<file path="config.mk">
export PLATFORM = sky130hd
export DESIGN_NAME = rai_top
export DESIGN_NICKNAME = d
export VERILOG_FILES = /design/src/core/rai_pkg.sv /design/src/core/rai_top.sv
export VERILOG_INCLUDE_DIRS = /design/src /design/src/core
export SDC_FILE = /design/constraint.sdc
export NUM_CORES = 1
export LEC_CHECK = 0
export ABC_AREA = 1
export BUFFER_PORTS_ARGS = -buffer_cell sky130_fd_sc_hd__buf_2
export CORE_MARGIN = 10
export CORE_UTILIZATION = 63
export CTS_BUF_LIST = sky130_fd_sc_hd__clkbuf_4 sky130_fd_sc_hd__clkbuf_8
export CTS_CLUSTER_SIZE = 25
export DETAILED_ROUTE_END_ITERATION = 12
export PLACE_DENSITY = 0.91
export SETUP_SLACK_MARGIN = 0.3
export SYNTH_ARGS = -nofsm -noshare
export SYNTH_HDL_FRONTEND = slang
export SYNTH_SLANG_ARGS = --single-unit
</file>
<file path="constraint.sdc">
create_clock -name sys_clk -period 2.2 [get_ports sys_clk]
set_input_delay 0.44 -clock sys_clk [delete_from_list [all_inputs] [get_ports sys_clk]]
set_output_delay 0.44 -clock sys_clk [all_outputs]
set_load 0.02 [all_outputs]
</file>
<file path="src/core/rai_defines.svh">
`ifndef RAI_DEFINES_SVH
`define RAI_DEFINES_SVH
`define RAI_CLK_MHZ 100
`define RAI_DRAIN_US 5000
`define RAI_BLINK_MS 250
`define RAI_DRAIN_CYC (`RAI_DRAIN_US * `RAI_CLK_MHZ)
`define RAI_BLINK_CYC (`RAI_BLINK_MS * 1000 * `RAI_CLK_MHZ)
`define RAI_OFS_CTRL 3'h0
`define RAI_OFS_FRESP1 3'h1
`define RAI_OFS_FRESP2 3'h2
`define RAI_OFS_STATUS 3'h3
`define RAI_OFS_IRQ_STAT 3'h4
`define RAI_OFS_IRQ_MASK 3'h5
`define RAI_FR1_LATCH 8'hC0
`define RAI_FR1_HICCUP 8'hF8
`define RAI_FR2_LATCH 8'h80
`define RAI_FR2_HICCUP 8'hC0
`define RAI_IRQ_W 5
`define RAI_IRQ_FAULT 0
`define RAI_IRQ_PG 1
`define RAI_IRQ_OTW 2
`define RAI_IRQ_PCAP 3
`define RAI_IRQ_BADSET 4
`endif

</file>
<file path="src/core/rai_pkg.sv">
package rai_pkg;
    // operating conditions reported by the power stage
    typedef struct packed {
        logic input_absent;
        logic input_oor;
        logic overvoltage_trip;
        logic overcurrent;
        logic temp_warn;
        logic temp_fault;
        logic power_limited;
    } rai_cond_s;
    typedef struct packed {
        logic green;
        logic red;
    } rai_lamp_s;
    typedef enum logic [3:0] {
        ST_OFF = 4'b0001,
        ST_STBY = 4'b0010,
        ST_RUN = 4'b0100,
        ST_DRAIN = 4'b1000
    } rai_state_e;
endpackage

</file>
<file path="src/core/rai_top.sv">
`timescale 1ns/100ps
`default_nettype none
`include "rai_defines.svh"
module rai_top #(
    parameter int unsigned DRAIN_CYC = `RAI_DRAIN_CYC,
    parameter int unsigned BLINK_CYC = `RAI_BLINK_CYC
) (
    input wire logic sys_clk,
    input wire logic srst,
    input wire logic ce,
    input wire rai_pkg::rai_cond_s cond,
    input wire logic input_stby_ok,
    input wire logic remote_onoff_n,
    input wire logic interlock_made,
    input wire logic fault_n_in,
    output logic fault_n_out,
    output logic fault_n_oe,
    input wire logic power_good_n_in,
    output logic power_good_n_out,
    output logic power_good_n_oe,
    input wire logic overtemp_warn_n_in,
    output logic overtemp_warn_n_out,
    output logic overtemp_warn_n_oe,
    input wire logic power_cap_n_in,
    output logic power_cap_n_out,
    output logic power_cap_n_oe,
    output logic module_present_tie,
    output rai_pkg::rai_lamp_s input_ok_lamp,
    output rai_pkg::rai_lamp_s output_state_lamp,
    output logic standby_enable,
    output logic main_enable,
    output logic irq,
    input wire logic [4:0] avs_address,
    input wire logic avs_read,
    input wire logic avs_write,
    input wire logic [31:0] avs_writedata,
    input wire logic [3:0] avs_byteenable,
    output logic [31:0] avs_readdata,
    output logic avs_waitrequest
);
    // ****************************************
    // register bus
    // ****************************************
    logic ack_r;
    logic bus_off_r;
    logic [7:0] fresp1_r;
    logic [7:0] fresp2_r;
    logic [`RAI_IRQ_W-1:0] irq_stat_r;
    logic [`RAI_IRQ_W-1:0] irq_mask_r;
    logic [`RAI_IRQ_W-1:0] irq_evt;
    logic [15:0] status_w;
    logic wr_go;
    logic [2:0] widx;
    logic bad_set;
    rai_pkg::rai_state_e state_r;
    logic ovp_latch_r;
    logic tf_latch_r;

    // one wait cycle per access keeps decode and read mux off the bus path
    assign avs_waitrequest = (avs_read | avs_write) & ~ack_r;
    assign wr_go = avs_write & ack_r & avs_byteenable[0];
    assign widx = avs_address[4:2];

    function automatic logic [31:0] rd_word(input logic [2:0] idx);
        case (idx)
            `RAI_OFS_CTRL: rd_word = {31'h0, bus_off_r};
            `RAI_OFS_FRESP1: rd_word = {24'h0, fresp1_r};
            `RAI_OFS_FRESP2: rd_word = {24'h0, fresp2_r};
            `RAI_OFS_STATUS: rd_word = {16'h0, status_w};
            `RAI_OFS_IRQ_STAT: rd_word = {27'h0, irq_stat_r};
            `RAI_OFS_IRQ_MASK: rd_word = {27'h0, irq_mask_r};
            default: rd_word = 32'h0;
        endcase
    endfunction

    // handshake and read data capture
    always_ff @(posedge sys_clk) begin
        if (srst) begin
            ack_r <= 1'b0;
            avs_readdata <= 32'h0;
        end else if (ce) begin
            ack_r <= (avs_read | avs_write) & ~ack_r;
            if (avs_read & ~ack_r) begin
                avs_readdata <= rd_word(widx);
            end
        end
    end

    // control register: serial-bus off request
    always_ff @(posedge sys_clk) begin
        if (srst) begin
            bus_off_r <= 1'b0;
        end else if (ce && wr_go && widx == `RAI_OFS_CTRL) begin
            bus_off_r <= avs_writedata[0];
        end
    end

    // fault-response settings take only their two legal codes
    always_ff @(posedge sys_clk) begin
        if (srst) begin
            fresp1_r <= `RAI_FR1_LATCH;
            fresp2_r <= `RAI_FR2_LATCH;
        end else if (ce && wr_go) begin
            if (widx == `RAI_OFS_FRESP1 &&
                (avs_writedata[7:0] == `RAI_FR1_LATCH || avs_writedata[7:0] == `RAI_FR1_HICCUP)) begin
                fresp1_r <= avs_writedata[7:0];
            end
            if (widx == `RAI_OFS_FRESP2 &&
                (avs_writedata[7:0] == `RAI_FR2_LATCH || avs_writedata[7:0] == `RAI_FR2_HICCUP)) begin
                fresp2_r <= avs_writedata[7:0];
            end
        end
    end

    assign bad_set = wr_go &&
        ((widx == `RAI_OFS_FRESP1 && avs_writedata[7:0] != `RAI_FR1_LATCH &&
          avs_writedata[7:0] != `RAI_FR1_HICCUP) ||
         (widx == `RAI_OFS_FRESP2 && avs_writedata[7:0] != `RAI_FR2_LATCH &&
          avs_writedata[7:0] != `RAI_FR2_HICCUP));

    // ****************************************
    // interrupts
    // ****************************************
    // sticky status: a new event beats a write-one clear in the same cycle
    always_ff @(posedge sys_clk) begin
        if (srst) begin
            irq_stat_r <= '0;
            irq_mask_r <= '0;
        end else if (ce) begin
            if (wr_go && widx == `RAI_OFS_IRQ_MASK) begin
                irq_mask_r <= avs_writedata[`RAI_IRQ_W-1:0];
            end
            if (wr_go && widx == `RAI_OFS_IRQ_STAT) begin
                irq_stat_r <= (irq_stat_r & ~avs_writedata[`RAI_IRQ_W-1:0]) | irq_evt;
            end else begin
                irq_stat_r <= irq_stat_r | irq_evt;
            end
        end
    end
    assign irq = |(irq_stat_r & irq_mask_r);

    // ****************************************
    // condition decode and blink timebase
    // ****************************************
    logic remote_off;
    logic hard_off;
    logic [31:0] blink_cnt_r;
    logic blink_r;
    logic [31:0] drain_cnt_r;
    logic run_ok;

    assign remote_off = remote_onoff_n | bus_off_r;
    // protection and lost interlock skip the warning delay
    assign hard_off = cond.overvoltage_trip | cond.temp_fault | ovp_latch_r | tf_latch_r |
                      ~interlock_made | cond.input_oor;
    // run needs the remote pin low; and the interlock made
    assign run_ok = ~remote_off & interlock_made & ~hard_off & ~cond.input_absent;

    // free running half-period toggle shared by all blink states
    always_ff @(posedge sys_clk) begin
        if (srst) begin
            blink_cnt_r <= 32'h0;
            blink_r <= 1'b0;
        end else if (ce) begin
            if (blink_cnt_r >= BLINK_CYC - 1) begin
                blink_cnt_r <= 32'h0;
                blink_r <= ~blink_r;
            end else begin
                blink_cnt_r <= blink_cnt_r + 32'h1;
            end
        end
    end

    // latched protection: hiccup clears when the cause goes, latched waits for remote off
    always_ff @(posedge sys_clk) begin
        if (srst) begin
            ovp_latch_r <= 1'b0;
            tf_latch_r <= 1'b0;
        end else if (ce) begin
            if (cond.overvoltage_trip) begin
                ovp_latch_r <= (fresp1_r == `RAI_FR1_LATCH);
            end else if (remote_off) begin
                ovp_latch_r <= 1'b0;
            end
            if (cond.temp_fault) begin
                tf_latch_r <= (fresp2_r == `RAI_FR2_LATCH);
            end else if (remote_off) begin
                tf_latch_r <= 1'b0;
            end
        end
    end

    // ****************************************
    // output sequencer
    // ****************************************
    // standby first, main only from standby, standby dropped on low input
    always_ff @(posedge sys_clk) begin
        if (srst) begin
            state_r <= rai_pkg::ST_OFF;
            drain_cnt_r <= 32'h0;
        end else if (ce) begin
            unique case (state_r)
                rai_pkg::ST_OFF: begin
                    if (input_stby_ok) begin
                        state_r <= rai_pkg::ST_STBY;
                    end
                end
                rai_pkg::ST_STBY: begin
                    if (!input_stby_ok) begin
                        state_r <= rai_pkg::ST_OFF;
                    end else if (run_ok) begin
                        state_r <= rai_pkg::ST_RUN;
                    end
                end
                rai_pkg::ST_RUN: begin
                    drain_cnt_r <= 32'h0;
                    if (!input_stby_ok) begin
                        state_r <= rai_pkg::ST_OFF;
                    end else if (hard_off) begin
                        state_r <= rai_pkg::ST_STBY;
                    end else if (!run_ok) begin
                        state_r <= rai_pkg::ST_DRAIN;
                    end
                end
                rai_pkg::ST_DRAIN: begin
                    drain_cnt_r <= drain_cnt_r + 32'h1;
                    if (!input_stby_ok) begin
                        state_r <= rai_pkg::ST_OFF;
                    end else if (hard_off || drain_cnt_r >= DRAIN_CYC - 1) begin
                        state_r <= rai_pkg::ST_STBY;
                    end
                end
            endcase
        end
    end

    // ****************************************
    // flags, lamps and rails
    // ****************************************
    logic fault_nxt;
    logic pg_low_nxt;
    logic otw_nxt;
    rai_pkg::rai_lamp_s out_lamp_nxt;
    rai_pkg::rai_lamp_s in_lamp_nxt;

    // fault low while a fault is present or its latch is still set
    assign fault_nxt = cond.overvoltage_trip | cond.temp_fault | ovp_latch_r | tf_latch_r;
    assign pg_low_nxt = cond.input_absent | fault_nxt | remote_off |
                        (cond.overcurrent & blink_r) | (state_r == rai_pkg::ST_DRAIN);
    assign otw_nxt = cond.temp_warn | cond.temp_fault;

    always_comb begin
        in_lamp_nxt = '0;
        out_lamp_nxt = '0;
        if (cond.input_oor) begin
            in_lamp_nxt.green = blink_r;
        end else if (!cond.input_absent) begin
            in_lamp_nxt.green = 1'b1;
        end
        if (fault_nxt) begin
            out_lamp_nxt.red = 1'b1;
        end else if (cond.overcurrent) begin
            out_lamp_nxt.green = blink_r;
        end else if (state_r == rai_pkg::ST_RUN) begin
            out_lamp_nxt.green = 1'b1;
        end
    end

    // open drain: data always low, enable pulls
    assign fault_n_out = 1'b0;
    assign power_good_n_out = 1'b0;
    assign overtemp_warn_n_out = 1'b0;
    assign power_cap_n_out = 1'b0;
    assign module_present_tie = 1'b0;

    always_ff @(posedge sys_clk) begin
        if (srst) begin
            fault_n_oe <= 1'b0;
            power_good_n_oe <= 1'b1;
            overtemp_warn_n_oe <= 1'b0;
            power_cap_n_oe <= 1'b0;
            input_ok_lamp <= '0;
            output_state_lamp <= '0;
            standby_enable <= 1'b0;
            main_enable <= 1'b0;
        end else if (ce) begin
            fault_n_oe <= fault_nxt;
            power_good_n_oe <= pg_low_nxt;
            overtemp_warn_n_oe <= otw_nxt;
            power_cap_n_oe <= cond.power_limited;
            input_ok_lamp <= in_lamp_nxt;
            output_state_lamp <= out_lamp_nxt;
            standby_enable <= (state_r != rai_pkg::ST_OFF) & input_stby_ok;
            main_enable <= (state_r == rai_pkg::ST_RUN || state_r == rai_pkg::ST_DRAIN) &
                           ~hard_off & input_stby_ok;
        end
    end

    // interrupt events on flag assertion edges and on refused fault-response writes
    assign irq_evt[`RAI_IRQ_FAULT] = fault_nxt & ~fault_n_oe;
    assign irq_evt[`RAI_IRQ_PG] = pg_low_nxt & ~power_good_n_oe;
    assign irq_evt[`RAI_IRQ_OTW] = otw_nxt & ~overtemp_warn_n_oe;
    assign irq_evt[`RAI_IRQ_PCAP] = cond.power_limited & ~power_cap_n_oe;
    assign irq_evt[`RAI_IRQ_BADSET] = bad_set;

    // pin levels read back so software sees what the backplane sees
    assign status_w = {tf_latch_r, ovp_latch_r, power_cap_n_in, overtemp_warn_n_in, fault_n_in,
                       power_good_n_in, standby_enable, main_enable, 1'b0, cond};

    // ****************************************
    // assertions
    // ****************************************
    logic [31:0] warn_cnt_r;
    always_ff @(posedge sys_clk) begin
        if (srst || !power_good_n_oe || !main_enable) begin
            warn_cnt_r <= 32'h0;
        end else if (ce) begin
            warn_cnt_r <= warn_cnt_r + 32'h1;
        end
    end
endmodule
`default_nettype wire

</file>
Yosys cells after proc, flatten, opt, wreduce, memory -nomap -nowiden
Cells that the tools add are included.
{"block": "classes", "add_sub_neg": 2, "order_cmp": 2, "eq_ne": 22, "mux": 22, "n_bitwise": 42, "reduce_logical": 30}
{"cell": "$pmux W16 S6", "n": 1}
{"cell": "$add A32 B1 Y32 const B", "n": 2}
{"cell": "$pmux W32 S2", "n": 1}
{"cell": "$eq A8 B8 Y1 const B", "n": 5}
{"cell": "$ge A32 B19 Y1 const B", "n": 1}
{"cell": "$ge A32 B25 Y1 const B", "n": 1}
{"cell": "$mux W32", "n": 1}
{"cell": "$mux W4", "n": 8}
{"cell": "$ne A8 B8 Y1 const B", "n": 3}
{"cell": "$pmux W4 S4", "n": 1}
{"cell": "$reduce_and A2 Y1", "n": 8}
{"cell": "$and A1 B1 Y1", "n": 15}
{"cell": "$or A1 B1 Y1", "n": 12}
{"cell": "$logic_and A1 B1 Y1", "n": 11}
{"cell": "$and A5 B5 Y5", "n": 2}
{"cell": "$not A1 Y1", "n": 10}
{"cell": "$or A5 B5 Y5", "n": 2}
{"cell": "$mux W1", "n": 9}
{"cell": "$eq A3 B2 Y1 const B", "n": 2}
{"cell": "$eq A3 B3 Y1 const B", "n": 2}
{"cell": "$ne A3 B3 Y1 const B", "n": 2}
{"cell": "$reduce_bool A2 Y1", "n": 3}
{"cell": "$logic_or A1 B1 Y1", "n": 5}
{"cell": "$mux W5", "n": 1}
{"cell": "other kinds (12)", "n": 12}
{"block": "totals", "reg_bits": 140, "in_bits": 60, "output_inout_bits": 49, "elab_cells": 142}

Longest topological paths before layout
{"block": "logic_depth", "ltp_word": 12, "depth_mapped": 13, "ltp_nobuf": 12}

Worst setup path before layout
Ideal clock, no wire load.
{"block": "synth_timing", "path_kind": "input port to flip-flop", "from": "in ce", "to": "reg avs_readdata[10]", "setup_time_ns": 0.132, "arrival_time_ns": 1.356, "required_ns": 2.068, "path_slack_ns": 0.712, "path_stages": 7, "n_path_buf": 2, "cell_sequence": "buf_4 -> inv_4 -> nor3_4 -> inv_2 -> buf_2 -> nand2_1 -> a21oi_1"}
{"block": "synth_via", "elab_chain_len": 1}
{"item": "from (decl)", "line": "rai_top.sv:10", "rtl": "input wire logic ce,"}
{"item": "$reduce_and A2 Y1 (no line)"}
{"item": "to (signal assigned)", "line": "rai_top.sv:84", "rtl": "avs_readdata <= rd_word(widx);"}
{"item": "to (decl)", "line": "rai_top.sv:38", "rtl": "output logic [31:0] avs_readdata,"}
Every way passes these cells.
A chain may end at the register's enable or synchronous reset.

Worst setup path after layout
{"block": "layout_timing", "from": "reg irq_mask_r[4]", "to": "out irq"}
{"block": "layout_via", "elab_chain_len": 2}
{"item": "from (decl)", "line": "rai_top.sv:49", "rtl": "logic [`RAI_IRQ_W-1:0] irq_mask_r;"}
{"item": "from (signal assigned)", "line": "rai_top.sv:131", "rtl": "irq_mask_r <= avs_writedata[`RAI_IRQ_W-1:0];"}
{"item": "$and A5 B5 Y5", "line": "rai_top.sv:140", "rtl": "assign irq = |(irq_stat_r & irq_mask_r);"}
{"item": "$reduce_or A5 Y1", "line": "rai_top.sv:140"}
{"item": "to (decl)", "line": "rai_top.sv:32", "rtl": "output logic irq,"}
Every way passes these cells.

==> flow_metrics.py <==
metrics = {
    "status": {
        "run_status": "finished, final reports clean",
    },
    "job": {
        "number_of_maximum_capacitance_constraint_violations": 0,
    },
    "placed_design": {
        "detailedPlacementHpwl_mm": 11.7,
        "routabilityCongestion": 0.940,
        "placement.io_buffers": 57,
    },
    "synthesis": {
        "count_of_flip_flops_with_a_built_in_enable_after_synthesis": 0,
        "synthArstFlopShare": 0,
        "most_used_standard_cell_by_instance_count_after_synthesis": "sky130_fd_sc_hd__nand2_1",
        "synthDominantAreaCellType": "sky130_fd_sc_hd__dfxtp_1",
        "yosysUniqueCellTypes": 48,
        "ys.warnings.count": 0,
        "synth.avg_cell_area_sq_um": 6.68,
        "synth.cell_area_sq_mm": 0.00651,
        "synth.top_cells.by_count": "sky130_fd_sc_hd__nand2_1 (218), sky130_fd_sc_hd__nor2_1 (148), sky130_fd_sc_hd__dfxtp_1 (123), sky130_fd_sc_hd__inv_1 (119), sky130_fd_sc_hd__nand3_1 (81)",
        "yosys-top-cells-area": "sky130_fd_sc_hd__dfxtp_1 (38%), sky130_fd_sc_hd__nand2_1 (13%), sky130_fd_sc_hd__nor2_1 (8.5%)",
        "postSynth.topFlopCell": "sky130_fd_sc_hd__dfxtp_1",
        "synthesis.instances": 975,
        "synth_largest_type_area_fraction": 0.378,
        "synth_sequential_area_ratio": 0.378,
        "ys_seq_elements": 123,
    },
    "setup_path": {
        "critPathRequiredTime_ns": 1.76,
        "timing.critical_path.arrival_ns": 1.37,
        "cp-startpoint": "irq_mask_r[4]$_SDFFE_PP0P_",
        "crit_type": "register to output port",
        "r2r_start": "blink_cnt_r[0]$_SDFFE_PP0P_",
        "register_to_register_setup_slack_ns": 0.49,
        "worst-r2r-cell-count": 12,
        "worstSetupStartpointType": "register",
        "crit_slowest_cell": "sky130_fd_sc_hd__dfxtp_1",
        "regToRegEndpoint": "blink_cnt_r[15]$_SDFFE_PP0P_",
        "max_stage_delay_ns": 0.32,
        "cp-end-kind": "output port",
        "timing.critical_path.fanout_max": 2,
        "timing.critical_path.cells": "inv_2, o22ai_1, a21oi_1, o221ai_1, buf_4",
    },
    "layout": {
        "n_antenna_cell": 0,
        "share_of_post_route_cells_with_drive_strength_above_1": 0.138,
        "layout.core_utilization": 0.713,
        "finalNetCount": 1100,
        "flow.area_growth_from_synthesis_pct": 11.5,
        "filler_cell_count": 844,
    },
    "floorplan": {
        "die_y_um": 122,
        "initial_core_utilization": 0.639,
        "rows": 37,
        "core-area_sq_mm": 0.0102,
        "area_of_the_die_sq_mm": 0.0148,
        "floorplan.io_pins": 109,
        "fp.dieW_um": 122,
    },
    "timing": {
        "fin_crit_ns": 1.81,
        "final.setup_skew_ns": 0.0104,
        "max_slew_margin": 0.659,
        "layout_worst_path_cycle_share": 0.820,
        "worst_pin_slew_ns": 0.512,
        "finalSetupViolCount": 0,
        "rsz0062_at_grt": "false",
        "final-hold-violation-count": 0,
        "final_max_slew_viol_count": 0,
        "fmax_ghz": 0.554,
        "fin_setup_tns_ns": 0,
    },
    "clock_tree": {
        "cts.repair_timing.setup_buffer_count": 0,
        "insertion_delay_of_the_later_clocked_pin_in_the_worst_skew_pair_ns": 0.46,
        "ctsRootBufferMaster": "sky130_fd_sc_hd__clkbuf_8",
        "clock-sinks": 123,
        "tritoncts.num_buffers": 17,
        "cts_htree_levels": 4,
        "clkSlewWorstSetupHoldPaths_ns": 0.08,
        "ctsHoldBuffers": 0,
        "largest_buffer_count_on_any_clock_path": 2,
        "cts_tree": "built",
    },
    "global_route": {
        "antenna_violations_before_repair": 0,
        "first_global_vias": 5941,
        "grt_start_max_net_pins": 48,
        "grt-ovfl-total": 0,
        "grt_first_pass_wirelength_mm": 26.7,
        "global_route_total_usage_across_every_layer": 0.218,
    },
    "detailed_routing": {
        "drt-initial-drc-count": 615,
        "drc_errors": 0,
        "drt_pre_antenna_iters": 6,
        "ant_nets": 0,
        "routed_wire_length_per_instance_um": 13.7,
        "avgViaCountPerCell": 5.43,
        "wl_mm": 16.2,
        "vias": 6451,
    },
    "min_path": {
        "worstHoldPathType": "primary input to register",
        "worstHoldPathCells": 3,
        "min-delay-start": "overtemp_warn_n_in",
        "holdPathEnd": "avs_readdata[12]$_SDFFE_PP0P_",
    },
    "pwr": {
        "peakVddDrop_mv": 0.656,
        "power_density_mw_per_mm2": 644,
        "p_leak_uw": 0.00317,
    },
}
==> cell type report <==
type                            instances  area [sq um]  share of cell area
Clock buffer                           19           262              0.0360
Clock inverter                         13           140              0.0193
Inverter                              125           472              0.0650
Multi-Input combinational cell        707          3410               0.470
Sequential cell                       123          2460               0.339
Tap cell                              136           170              0.0234
Timing Repair Buffer                   64           340              0.0469
==> metrics by stage <==
step | hold WS [ns] | cell area, sq um | std cells | worst slack (ns) | total power [uW]
2_1_floorplan | 0.415 | 6590 | 996 | 0.712 | 2600
3_3_place_gp | 0.427 | 6830 | 1154 | 0.425 | 2670
3_5_place_dp | 0.434 | 6830 | 1154 | 0.380 | 2670
4_1_cts | 0.212 | 7230 | 1186 | 0.379 | 4680
5_1_grt | 0.233 | 7260 | 1187 | 0.321 | 4830
6_report | 0.225 | 7260 | 1187 | 0.395 | 4670
==> sequential cells by signal (all words and copies together), names as in the netlist, 4 cells and up <==
register and flops:
avs_readdata 16, fresp1_r 8, irq_stat_r 5, state_r 4, blink_cnt_r 32, fresp2_r 8
drain_cnt_r 32, irq_mask_r 5
==> worst max-delay path, delay by kind of cell, from the launching register on <==
| kind | cells | cell delay [ns] |
|---|---|---|
| compound gates | 3 | 0.34 |
| buf+inv | 2 | 0.25 |
| flops | 1 | 0.32 |
==> cells in the final DEF, fill, tap and decap left out, types with 3 or more instances in the layout <==
cell type                  count
sky130_fd_sc_hd__dfxtp_1     123
sky130_fd_sc_hd__nor3_4        4
sky130_fd_sc_hd__nor3_2        3
sky130_fd_sc_hd__nor4_1        7
sky130_fd_sc_hd__nor2_1      148
sky130_fd_sc_hd__conb_1       22
sky130_fd_sc_hd__nand3_1      81
sky130_fd_sc_hd__nand2_4       4
sky130_fd_sc_hd__nand2_1     217
sky130_fd_sc_hd__inv_6         3
sky130_fd_sc_hd__nand4_1      17
sky130_fd_sc_hd__o211ai_1      4
sky130_fd_sc_hd__buf_2        56
sky130_fd_sc_hd__nor3_1       21
sky130_fd_sc_hd__inv_1       118
sky130_fd_sc_hd__clkinv_2      4
sky130_fd_sc_hd__o22ai_1       8
sky130_fd_sc_hd__inv_2         5
sky130_fd_sc_hd__a21oi_1      64
sky130_fd_sc_hd__o21ai_0      39
sky130_fd_sc_hd__clkinv_4      3
sky130_fd_sc_hd__clkbuf_8     19
sky130_fd_sc_hd__nor2_2       11
sky130_fd_sc_hd__o221ai_1      4
sky130_fd_sc_hd__nor2_4        4
sky130_fd_sc_hd__xor2_1       15
sky130_fd_sc_hd__buf_4         8
sky130_fd_sc_hd__nand2_2       9
==> where the power goes <==
group          switching (uW)  internal [uW]
logic                     252           97.5
clock network             964           1070
registers                28.3           2260
total                    1240           3430
==> worst max path at each step <==
stage                                     to  slack (ns)  cells past startpoint
6_report                                 irq        0.39                      5
3_5_place_dp   avs_readdata[13]$_SDFFE_PP0P_        0.38                      7
3_3_place_gp         state_r[3]$_SDFFE_PP0P_        0.42                     11
5_1_grt                                  irq        0.32                      5
4_1_cts                                  irq        0.38                      5
2_1_floorplan  avs_readdata[10]$_SDFFE_PP0P_        0.71                      7
==> cells by family (layout without fill, tap and decap cells) <==
family,Yosys count,after routing,synth area share
and+or+nand+nor,538,539,0.375
buffers and inverters,167,221,0.114
AOI/OAI and AO/OA,129,129,0.108
DFF,123,123,0.378
xor gates and xnor gates,15,15,0.0202
adders and majority gates,2,2,0.00384
other,1,22,0.000576
==> what timing repair did <==
item,in CTS,in global routing
endpoints found under the setup margin,0,25
resized for setup,0,5
endpoints found under the hold margin,0,0
==> routing by layer <==
| metal | track usage | share of wire | wire length [um] |
|---|---|---|---|
| met1 | 0.250 | 0.41 | 6570 |
| met2 | 0.372 | 0.49 | 7980 |
| met3 | 0.0560 | 0.067 | 1090 |
| met4 | 0.102 | 0.035 | 572 |
| met5 | 0 | 0 | 0 |
Note: power is estimated with default switching activity, not from simulation.
